$ cat src/saru_regs.svh
/*
 Register offsets, field positions, reset values and timing counts of the
 security alarm response unit.
 Assumes inclusion by the package and the unit; definitions only.
*/
// Operation
// - Out-of-range voltage, frequency, temperature or light sensor forces chip reset.
// - EEPROM light detector or fault-injection detector raises CPU exception.
// - Reset aborts program; exception interrupts program flow for software.
// - Any chip reset returns all state to defined reset values; the reset cause register keeps its value until por_n.
// - Readable indicator tells which source caused the latest reset.
// - Readable indicator tells why a security exception was raised.
// - Sensors enabled automatically in every CPU mode except test mode.
// - No software write can disable the environmental sensors.
// - Reset-or-exception mapping per source is hard-wired, not configurable.
// - Stack pointer checked against limits; reaching one raises exception.
// - Three stack pointers with own limit checks: user, system, super system.
// - Software picks one of two EEPROM light functions or neither.
// - With inverse error correction enabled, correction errors raise exception.
// - EEPROM high voltage checked each write sequence; result readable only.
// - Every single-bit error in an EEPROM byte corrected by hardware.
// - ROM read parity checked; parity error forces chip reset.
// - PC, SP, status-upper logic and co-processors feed fault detection.
`ifndef SARU_REGS_SVH
`define SARU_REGS_SVH

`define SARU_ADDR_W 8
`define SARU_OFS_CTRL 8'h00
`define SARU_OFS_EXC_STAT 8'h04
`define SARU_OFS_EXC_MASK 8'h08
`define SARU_OFS_RST_CAUSE 8'h0C
`define SARU_OFS_HV_STAT 8'h10
`define SARU_OFS_SENS_STAT 8'h14
`define SARU_OFS_SP_LIM0 8'h18
`define SARU_SP_LIM_STRIDE 8'h04

`define SARU_CTRL_LSEL_LSB 0
`define SARU_CTRL_ECC_EN_BIT 2
`define SARU_CTRL_RESET 3'h0
`define SARU_LSEL_OFF 2'h0
`define SARU_LSEL_FN_A 2'h1
`define SARU_LSEL_FN_B 2'h2

`define SARU_EXC_W 9
`define SARU_EXC_EE_LIGHT 0
`define SARU_EXC_FLT_LSB 1
`define SARU_EXC_ECC 7
`define SARU_EXC_SP_LIM 8
`define SARU_FLT_N 6

`define SARU_RST_W 5
`define SARU_RST_ROM_PAR 4
`define SARU_SENS_N 4

`define SARU_SP_W 16
`define SARU_SP_MODES 3
`define SARU_SP_LO_RESET 16'h0000
`define SARU_SP_HI_RESET 16'hFFFF

`define SARU_PIN_N 13
`define SARU_PIN_SENS_LSB 0
`define SARU_PIN_EEA 4
`define SARU_PIN_EEB 5
`define SARU_PIN_HV 6
`define SARU_PIN_FLT_LSB 7

`define SARU_RST_PULSE_NS 1600
`define SARU_CLK_NS 100
`define SARU_RST_CYC ((`SARU_RST_PULSE_NS + `SARU_CLK_NS - 1) / `SARU_CLK_NS)
`define SARU_RST_CNT_W 5

`endif

$ cat src/saru_pkg.sv
/*
 Types of the security alarm response unit: bus request carrier and state.
 Assumes saru_regs.svh on the include path.
*/
`include "saru_regs.svh"
package saru_pkg;
   typedef struct packed {
      logic psel;
      logic penable;
      logic pwrite;
      logic [`SARU_ADDR_W-1:0] paddr;
      logic [31:0] pwdata;
   } saru_apb_req_t;

   typedef struct packed {
      logic [`SARU_SP_W-1:0] hi;
      logic [`SARU_SP_W-1:0] lo;
   } saru_sp_lim_t;

   typedef enum logic [1:0] {SARU_HV_IDLE, SARU_HV_WRITE} saru_hv_st_t;

   typedef struct packed {
      logic [`SARU_PIN_N-1:0] sync1;
      logic [`SARU_PIN_N-1:0] sync2;
      logic [2:0] ctrl;
      logic [`SARU_EXC_W-1:0] exc_stat;
      logic [`SARU_EXC_W-1:0] exc_mask;
      saru_sp_lim_t [`SARU_SP_MODES-1:0] sp_lim;
      saru_hv_st_t hv_st;
      logic hv_run_ok;
      logic hv_ok;
      logic hv_valid;
      logic [`SARU_RST_CNT_W-1:0] rst_cnt;
      logic chip_rst;
      logic cpu_exc;
      logic irq;
      logic sens_en;
      logic [7:0] ee_data;
      logic ee_valid;
      logic pready;
      logic pslverr;
      logic [31:0] prdata;
   } saru_state_t;
endpackage : saru_pkg

$ cat src/saru_unit.sv
/*
 Security alarm response unit: collects sensor, fault-injection, stack limit,
 EEPROM and ROM integrity alarms, forces chip reset or raises exceptions,
 records causes, corrects EEPROM bytes; APB register slave.
 Assumes detector pins are asynchronous, CPU and memory signals share clock,
 and chip_rst_o is fed back to rstn by the system reset logic.
 The reset cause register is cleared only by por_n so that it survives
 the reset it reports.
*/
`timescale 1ns/1ps
`default_nettype none
`include "saru_regs.svh"
module saru_unit
   import saru_pkg::*;
(
   input wire logic clock,
   input wire logic rstn,
   input wire logic por_n,
   input wire logic ce,
   input wire saru_apb_req_t apb_req,
   output logic pready,
   output logic pslverr,
   output logic [31:0] prdata,
   input wire logic [`SARU_SENS_N-1:0] sens_alarm,
   input wire logic ee_light_a,
   input wire logic ee_light_b,
   input wire logic ee_hv_ok,
   input wire logic [`SARU_FLT_N-1:0] fault_det,
   input wire logic test_mode,
   input wire logic [1:0] cpu_mode,
   input wire logic [`SARU_SP_W-1:0] sp_user,
   input wire logic [`SARU_SP_W-1:0] sp_sys,
   input wire logic [`SARU_SP_W-1:0] sp_ssm,
   input wire logic ee_wr_seq,
   input wire logic ee_rd_valid,
   input wire logic [11:0] ee_code,
   input wire logic rom_rd_valid,
   input wire logic [7:0] rom_data,
   input wire logic rom_parity,
   output logic [7:0] ee_data,
   output logic ee_data_valid,
   output logic chip_rst_o,
   output logic cpu_exc_o,
   output logic irq_o,
   output logic sensors_en_o
);
   saru_state_t q, d;
   logic [`SARU_RST_W-1:0] cause_q, cause_d;
   logic [`SARU_SP_MODES-1:0] sp_hit;
   logic [`SARU_SP_W-1:0] sp_val [`SARU_SP_MODES];

   assign sp_val[0] = sp_user;
   assign sp_val[1] = sp_sys;
   assign sp_val[2] = sp_ssm;

   // Per-mode limit compare, each pointer against its own pair
   genvar gi;
   generate
      for (gi = 0; gi < `SARU_SP_MODES; gi++) begin : g_sp
         assign sp_hit[gi] = (sp_val[gi] <= q.sp_lim[gi].lo) || (sp_val[gi] >= q.sp_lim[gi].hi);
      end
   endgenerate

   // Hamming(12,8) syndrome, positions 1..12, check bits at 1,2,4,8
   function automatic logic [3:0] syndrome(input logic [11:0] c);
      logic [3:0] s;
      s = 4'h0;
      for (int p = 1; p <= 12; p++) begin
         if (c[p-1]) begin
            s = s ^ 4'(p);
         end
      end
      return s;
   endfunction : syndrome

   function automatic logic [7:0] extract(input logic [11:0] c);
      return {c[11], c[10], c[9], c[8], c[6], c[5], c[4], c[2]};
   endfunction : extract

   logic [3:0] ee_syn;
   logic [11:0] ee_fixed;
   logic [`SARU_EXC_W-1:0] exc_evt;
   logic [`SARU_RST_W-1:0] rst_evt;
   logic ee_light_hit;
   logic sp_fault;
   logic rom_err;
   logic wr_en;
   logic rd_en;
   logic [`SARU_ADDR_W-1:0] addr;
   logic [31:0] rdata;
   logic hit;

   always_comb begin
      ee_syn = syndrome(ee_code);
      ee_fixed = ee_code;
      if (ee_syn != 4'h0 && ee_syn <= 4'hC) begin
         ee_fixed[ee_syn - 4'h1] = ~ee_code[ee_syn - 4'h1];
      end
   end

   always_comb begin
      d = q;
      cause_d = cause_q;
      addr = apb_req.paddr;
      wr_en = apb_req.psel && apb_req.penable && q.pready && apb_req.pwrite;
      rd_en = apb_req.psel && apb_req.penable && !q.pready;

      // Detector pins into two-stage synchronisers
      d.sync1 = {fault_det, ee_hv_ok, ee_light_b, ee_light_a, sens_alarm};
      d.sync2 = q.sync1;

      // Sensors on whenever not in test mode; no register touches this
      d.sens_en = !test_mode;

      // Hard-wired reset class: sensors and ROM parity
      rom_err = rom_rd_valid && ((^rom_data) != rom_parity);
      rst_evt = '0;
      if (q.sens_en) begin
         rst_evt[`SARU_SENS_N-1:0] = q.sync2[`SARU_PIN_SENS_LSB +: `SARU_SENS_N];
      end
      rst_evt[`SARU_RST_ROM_PAR] = rom_err;

      // Hard-wired exception class
      case (q.ctrl[`SARU_CTRL_LSEL_LSB +: 2])
         `SARU_LSEL_FN_A: ee_light_hit = q.sync2[`SARU_PIN_EEA];
         `SARU_LSEL_FN_B: ee_light_hit = q.sync2[`SARU_PIN_EEB];
         default: ee_light_hit = 1'b0;
      endcase
      case (cpu_mode)
         2'h0: sp_fault = sp_hit[0];
         2'h1: sp_fault = sp_hit[1];
         default: sp_fault = sp_hit[2];
      endcase
      exc_evt = '0;
      exc_evt[`SARU_EXC_EE_LIGHT] = ee_light_hit;
      exc_evt[`SARU_EXC_FLT_LSB +: `SARU_FLT_N] = q.sync2[`SARU_PIN_FLT_LSB +: `SARU_FLT_N];
      exc_evt[`SARU_EXC_ECC] = ee_rd_valid && (ee_syn != 4'h0) && q.ctrl[`SARU_CTRL_ECC_EN_BIT];
      exc_evt[`SARU_EXC_SP_LIM] = sp_fault;
      if (|rst_evt) begin
         exc_evt = '0;
      end

      // EEPROM corrected byte out
      d.ee_valid = ee_rd_valid;
      if (ee_rd_valid) begin
         d.ee_data = extract(ee_fixed);
      end

      // High-voltage check over each write sequence, stored only
      case (q.hv_st)
         SARU_HV_IDLE: begin
            if (ee_wr_seq) begin
               d.hv_st = SARU_HV_WRITE;
               d.hv_run_ok = q.sync2[`SARU_PIN_HV];
            end
         end
         SARU_HV_WRITE: begin
            d.hv_run_ok = q.hv_run_ok && q.sync2[`SARU_PIN_HV];
            if (!ee_wr_seq) begin
               d.hv_st = SARU_HV_IDLE;
               d.hv_ok = q.hv_run_ok && q.sync2[`SARU_PIN_HV];
               d.hv_valid = 1'b1;
            end
         end
         default: d.hv_st = SARU_HV_IDLE;
      endcase

      // Reset request: hold for a fixed pulse, record cause
      if (|rst_evt) begin
         d.rst_cnt = `SARU_RST_CNT_W'(`SARU_RST_CYC);
         cause_d = rst_evt;
      end else if (q.rst_cnt != '0) begin
         d.rst_cnt = q.rst_cnt - `SARU_RST_CNT_W'(1);
      end
      d.chip_rst = (|rst_evt) || (q.rst_cnt > `SARU_RST_CNT_W'(1));

      // APB read: data registered in the first access cycle
      hit = 1'b1;
      rdata = 32'h0000_0000;
      case (addr)
         `SARU_OFS_CTRL: rdata = {29'h0, q.ctrl};
         `SARU_OFS_EXC_STAT: rdata = {23'h0, q.exc_stat};
         `SARU_OFS_EXC_MASK: rdata = {23'h0, q.exc_mask};
         `SARU_OFS_RST_CAUSE: rdata = {27'h0, cause_q};
         `SARU_OFS_HV_STAT: rdata = {30'h0, q.hv_valid, q.hv_ok};
         `SARU_OFS_SENS_STAT: rdata = {31'h0, q.sens_en};
         default: begin
            hit = 1'b0;
            for (int m = 0; m < `SARU_SP_MODES; m++) begin
               if (addr == `SARU_OFS_SP_LIM0 + `SARU_ADDR_W'(m) * `SARU_SP_LIM_STRIDE) begin
                  rdata = q.sp_lim[m];
                  hit = 1'b1;
               end
            end
         end
      endcase
      d.pready = rd_en;
      if (rd_en) begin
         d.prdata = apb_req.pwrite ? 32'h0000_0000 : rdata;
         d.pslverr = !hit;
      end

      // APB write at the completing edge; sensors have no enable field
      d.exc_stat = q.exc_stat;
      if (wr_en && hit) begin
         case (addr)
            `SARU_OFS_CTRL: d.ctrl = apb_req.pwdata[2:0];
            `SARU_OFS_EXC_STAT: d.exc_stat = q.exc_stat & ~apb_req.pwdata[`SARU_EXC_W-1:0];
            `SARU_OFS_EXC_MASK: d.exc_mask = apb_req.pwdata[`SARU_EXC_W-1:0];
            default: begin
               for (int m = 0; m < `SARU_SP_MODES; m++) begin
                  if (addr == `SARU_OFS_SP_LIM0 + `SARU_ADDR_W'(m) * `SARU_SP_LIM_STRIDE) begin
                     d.sp_lim[m] = apb_req.pwdata;
                  end
               end
            end
         endcase
      end
      // Set wins over a same-cycle clear
      d.exc_stat = d.exc_stat | exc_evt;
      d.cpu_exc = |d.exc_stat;
      d.irq = |(d.exc_stat & d.exc_mask);
   end

   always_ff @(posedge clock) begin
      if (!rstn) begin
         q <= '0;
         q.ctrl <= `SARU_CTRL_RESET;
         q.hv_st <= SARU_HV_IDLE;
         for (int m = 0; m < `SARU_SP_MODES; m++) begin
            q.sp_lim[m].lo <= `SARU_SP_LO_RESET;
            q.sp_lim[m].hi <= `SARU_SP_HI_RESET;
         end
      end else if (ce) begin
         q <= d;
      end
   end

   always_ff @(posedge clock) begin
      if (!por_n) begin
         cause_q <= '0;
      end else if (ce) begin
         cause_q <= cause_d;
      end
   end

   assign pready = q.pready;
   assign pslverr = q.pslverr;
   assign prdata = q.prdata;
   assign ee_data = q.ee_data;
   assign ee_data_valid = q.ee_valid;
   assign chip_rst_o = q.chip_rst;
   assign cpu_exc_o = q.cpu_exc;
   assign irq_o = q.irq;
   assign sensors_en_o = q.sens_en;
endmodule : saru_unit
`default_nettype wire

$ cat config.mk
export PLATFORM = sky130hd
export DESIGN_NAME = saru_unit
export DESIGN_NICKNAME = d
export VERILOG_FILES = /design/src/saru_pkg.sv /design/src/saru_unit.sv
export VERILOG_INCLUDE_DIRS = /design/src /design/src/src
export SDC_FILE = /design/constraint.sdc
export NUM_CORES = 1
export LEC_CHECK = 0
export ABC_CLOCK_PERIOD_IN_PS = 2300
export BUFFER_PORTS_ARGS = -buffer_cell sky130_fd_sc_hd__buf_2
export CAP_MARGIN = 20
export CORE_MARGIN = 8
export CORE_UTILIZATION = 41
export CTS_CLUSTER_DIAMETER = 60
export DETAILED_ROUTE_END_ITERATION = 12
export MAX_ROUTING_LAYER = met4
export SKIP_LAST_GASP = 1
export SLEW_MARGIN = 20
export SYNTH_ARGS = -nofsm -noshare
export SYNTH_HDL_FRONTEND = slang
export SYNTH_SLANG_ARGS = --single-unit
$ cat constraint.sdc
create_clock -name clock -period 2.3 [get_ports clock]
set_input_delay 0.115 -clock clock [delete_from_list [all_inputs] [get_ports clock]]
set_output_delay 0.115 -clock clock [all_outputs]
set_load 0.05 [all_outputs]
==> metrics.csv <==
metric,value,unit
status,"finished, violations left",
violations,negative setup slack,
viasPerCell,5.43,
min_to,ee_data[1]$_SDFFE_PN0P_,
clk_pin_slew,60,ps
power.leakage,6.63,nW
period_needed,2390,ps
grt_pass1_wl,60.0,mm
track_usage,23.0,%
grt_pass1_vias,10499,
die_h,184,um
worst_pin_slew,659,ps
r2r_cells,10,
hold_path_class,in -> reg,
drv_cap,0,
start_util,41.7,%
post_dp_cell_area,13200,um2
pwr-share-clk,43.6,%
swShare,27.0,%
synth-edff-count,0,
die_width,184,um
critPathRequiredTime,2700,ps
place_congestion,0.913,
end_kind,flop,
ys_warn_count,0,
fmax,418,MHz
period_share,104,%
final_cell_area,14800,um2
fp.dieArea,33900,um2
vias,11022,
crit_fanout,3,
antenna_found_initial,2,
avgRoutedWirePerCell,19.3,um
ys_types,77,
ios,182,
final_common_cell,dfxtp_1,
first_iter_violations,897,
fin_util,53.2,%
drive_above_1_share,22.7,%
drtAntennaViolNets,0,
ys_async_sr_fraction,0,%
io_buffers,181,
fin_ws,-92.4,ps
cts_max_level,1,
max-vdd-ir-drop,534,uV
cts_tree,built,
totalWireLength,39.1,mm
p_int,6.96,mW
worst-r2r-setup-slack,-90,ps
crit_arrival,2790,ps
pwr-share-comb,17.7,%
r2r_start,q[78]$_SDFFE_PN1P_,
syn-num-nets,1624,
switching_power,2.57,mW
slew_headroom,56.1,%
cts_inserted_buffers,25,
pwr_density_cell,646,nW/um2
core-area,27800,um2
worstSetupPathType,reg -> reg,
drcViolationCount,0,
grt_start_max_net_pins,109,
final_cell_mix,"201 x dfxtp_1, 199 x nand2_1, 181 x buf_2",
netlist_area,11600,um2
hold_viol_final,0,
cts.sinks,204,
synth_cells,1382,
fin_skew,9.29,ps
hold_path_startpoint,ee_code[4],
dp_hpwl,29.9,mm
num_rows,61,
drtPass1Iterations,7,
postSynthAreaPerCell,8.38,um2
ys_seq_area_share,35.3,%
clock_latency,530,ps
cts_max_path_buffers,3,
rsz0062_at_grt,yes,
hold_depth,4,
fin_nets,1876,
seqPwrFrac,38.8,%
synth_ff_type,dfxtp_1,
p_total,9.54,mW
cp-start-kind,flop,
grt_overflow,0,
finalSetupViolCount,3,
synth-seq-cells,204,
reg2reg_to,irq_o$_SDFFE_PN0P_,
area_growth,27.6,%
slew_violations,0,
cts-root-buf,clkbuf_16,
[kinds of logic (layout without fill, tap and decap cells)]
| logic type | count (synthesis) | after routing | share of synthesized area [%] |
|---|---|---|---|
| flops | 204 | 204 | 35.3 |
| xor+xnor | 24 | 24 | 2.68 |
| fa+ha+maj | 107 | 107 | 11.6 |
| mux | 55 | 55 | 5.28 |
| other cells | 0 | 2 | 0 |
| simple gates | 447 | 447 | 17.2 |
| compound gates | 325 | 325 | 19.2 |
| buf+inv | 220 | 488 | 8.77 |
[worst max path at each step]
stage / end / cells past startpoint / startpoint
floorplan: irq_o$_SDFFE_PN0P_ / 10 / q[79]$_SDFFE_PN1P_
global placement: q[170]$_SDFFE_PN0P_ / 10 / q[77]$_SDFFE_PN1P_
detailed placement: q[170]$_SDFFE_PN0P_ / 10 / q[77]$_SDFFE_PN1P_
CTS: irq_o$_SDFFE_PN0P_ / 10 / q[78]$_SDFFE_PN1P_
global route: q[170]$_SDFFE_PN0P_ / 10 / q[78]$_SDFFE_PN1P_
finish: irq_o$_SDFFE_PN0P_ / 10 / q[78]$_SDFFE_PN1P_
[per-stage QoR]
step | setup WS [ps] | hold WS, ps | std cells | TNS (ps)
final | -92.4 | 9.50 | 2030 | -225
after global routing | -214 | 16.7 | 2030 | -595
after CTS | -108 | 3.77 | 2026 | -259
after detailed placement | -340 | 309 | 1928 | -1690
after global placement | -278 | 308 | 1928 | -1230
after floorplan | 3.97 | 214 | 1382 | 0
[worst max-delay path, cell delays in order (launching register included)]
cell and delay (ps):
dfxtp_2 330, inv_2 50, ha_4 210, and4_1 210, a2111oi_2 270, o21ai_1 120, a221o_1 340, a221o_1 340
and4_4 180, o21ai_1 110, a31oi_1 90
[area by class of cell]
cell class | count | area, um2
diodes | 2 | 5.00
clock buffers | 31 | 688
clock inverters | 12 | 178
fillers | 2669 | 13000
inverters | 109 | 412
multi-input cells | 958 | 6610
flip-flops and latches | 204 | 4090
well taps | 378 | 473
repair buffers | 336 | 2320
[timing repair]
action	4_1_cts	5_1_grt
setup buffers	2	2
setup endpoints to repair	3	9
hold buffers	53	0
pin swaps	9	5
gates resized for setup	16	16
endpoints found under the hold margin	132	0
[per-layer routing]
metal | up-vias | track usage [%] | part of all wire (%)
met5 | - | - | 0
met4 | 0 | 6.58 | 2.8
met3 | 65 | 3.46 | 6.3
met2 | 370 | 35.9 | 45
met1 | 5230 | 30.6 | 45
li1 | 5357 | - | -
[synthesized netlist by cell type (all sizes together), types with 6 or more instances]
cell type / n / area [um2]
nor3: 9 / 56.3
nor2: 139 / 534
a31oi: 7 / 43.8
nand4: 16 / 100
and4: 8 / 70.1
a32oi: 10 / 87.6
a211oi: 11 / 82.6
o21ai: 32 / 160
buf: 64 / 420
clkbuf: 47 / 186
nor2b: 9 / 56.3
mux2i: 48 / 480
ha: 107 / 1340
a22oi: 19 / 153
and3: 11 / 70.1
nand3: 24 / 125
a21o: 15 / 113
inv: 109 / 409
o211ai: 53 / 398
a222oi: 24 / 240
a221o: 6 / 60.1
xnor2: 17 / 179
nand2b: 7 / 43.8
a21oi: 108 / 541
nand2: 202 / 761
dfxtp: 204 / 4080
[state kept, by name, summed over array words and instances (netlist names)]
name and cells:
cause_q 5, chip_rst_o 1, cpu_exc_o 1, d 13, ee_data 8, ee_data_valid 1, irq_o 1, prdata 32
pready 1, pslverr 1, q 139, sensors_en_o 1
[power by group through the flow]
| stage | sequential, mW | combinational [mW] | clock, mW |
|---|---|---|---|
| floorplan | 3.79 | 0.935 | 0 |
| global placement | 3.77 | 1.50 | 0 |
| detailed placement | 3.77 | 1.53 | 0 |
| CTS | 3.69 | 1.61 | 4.22 |
| global route | 3.71 | 1.84 | 4.38 |
| finish | 3.70 | 1.68 | 4.16 |
Power figures use the tool's default switching activity.
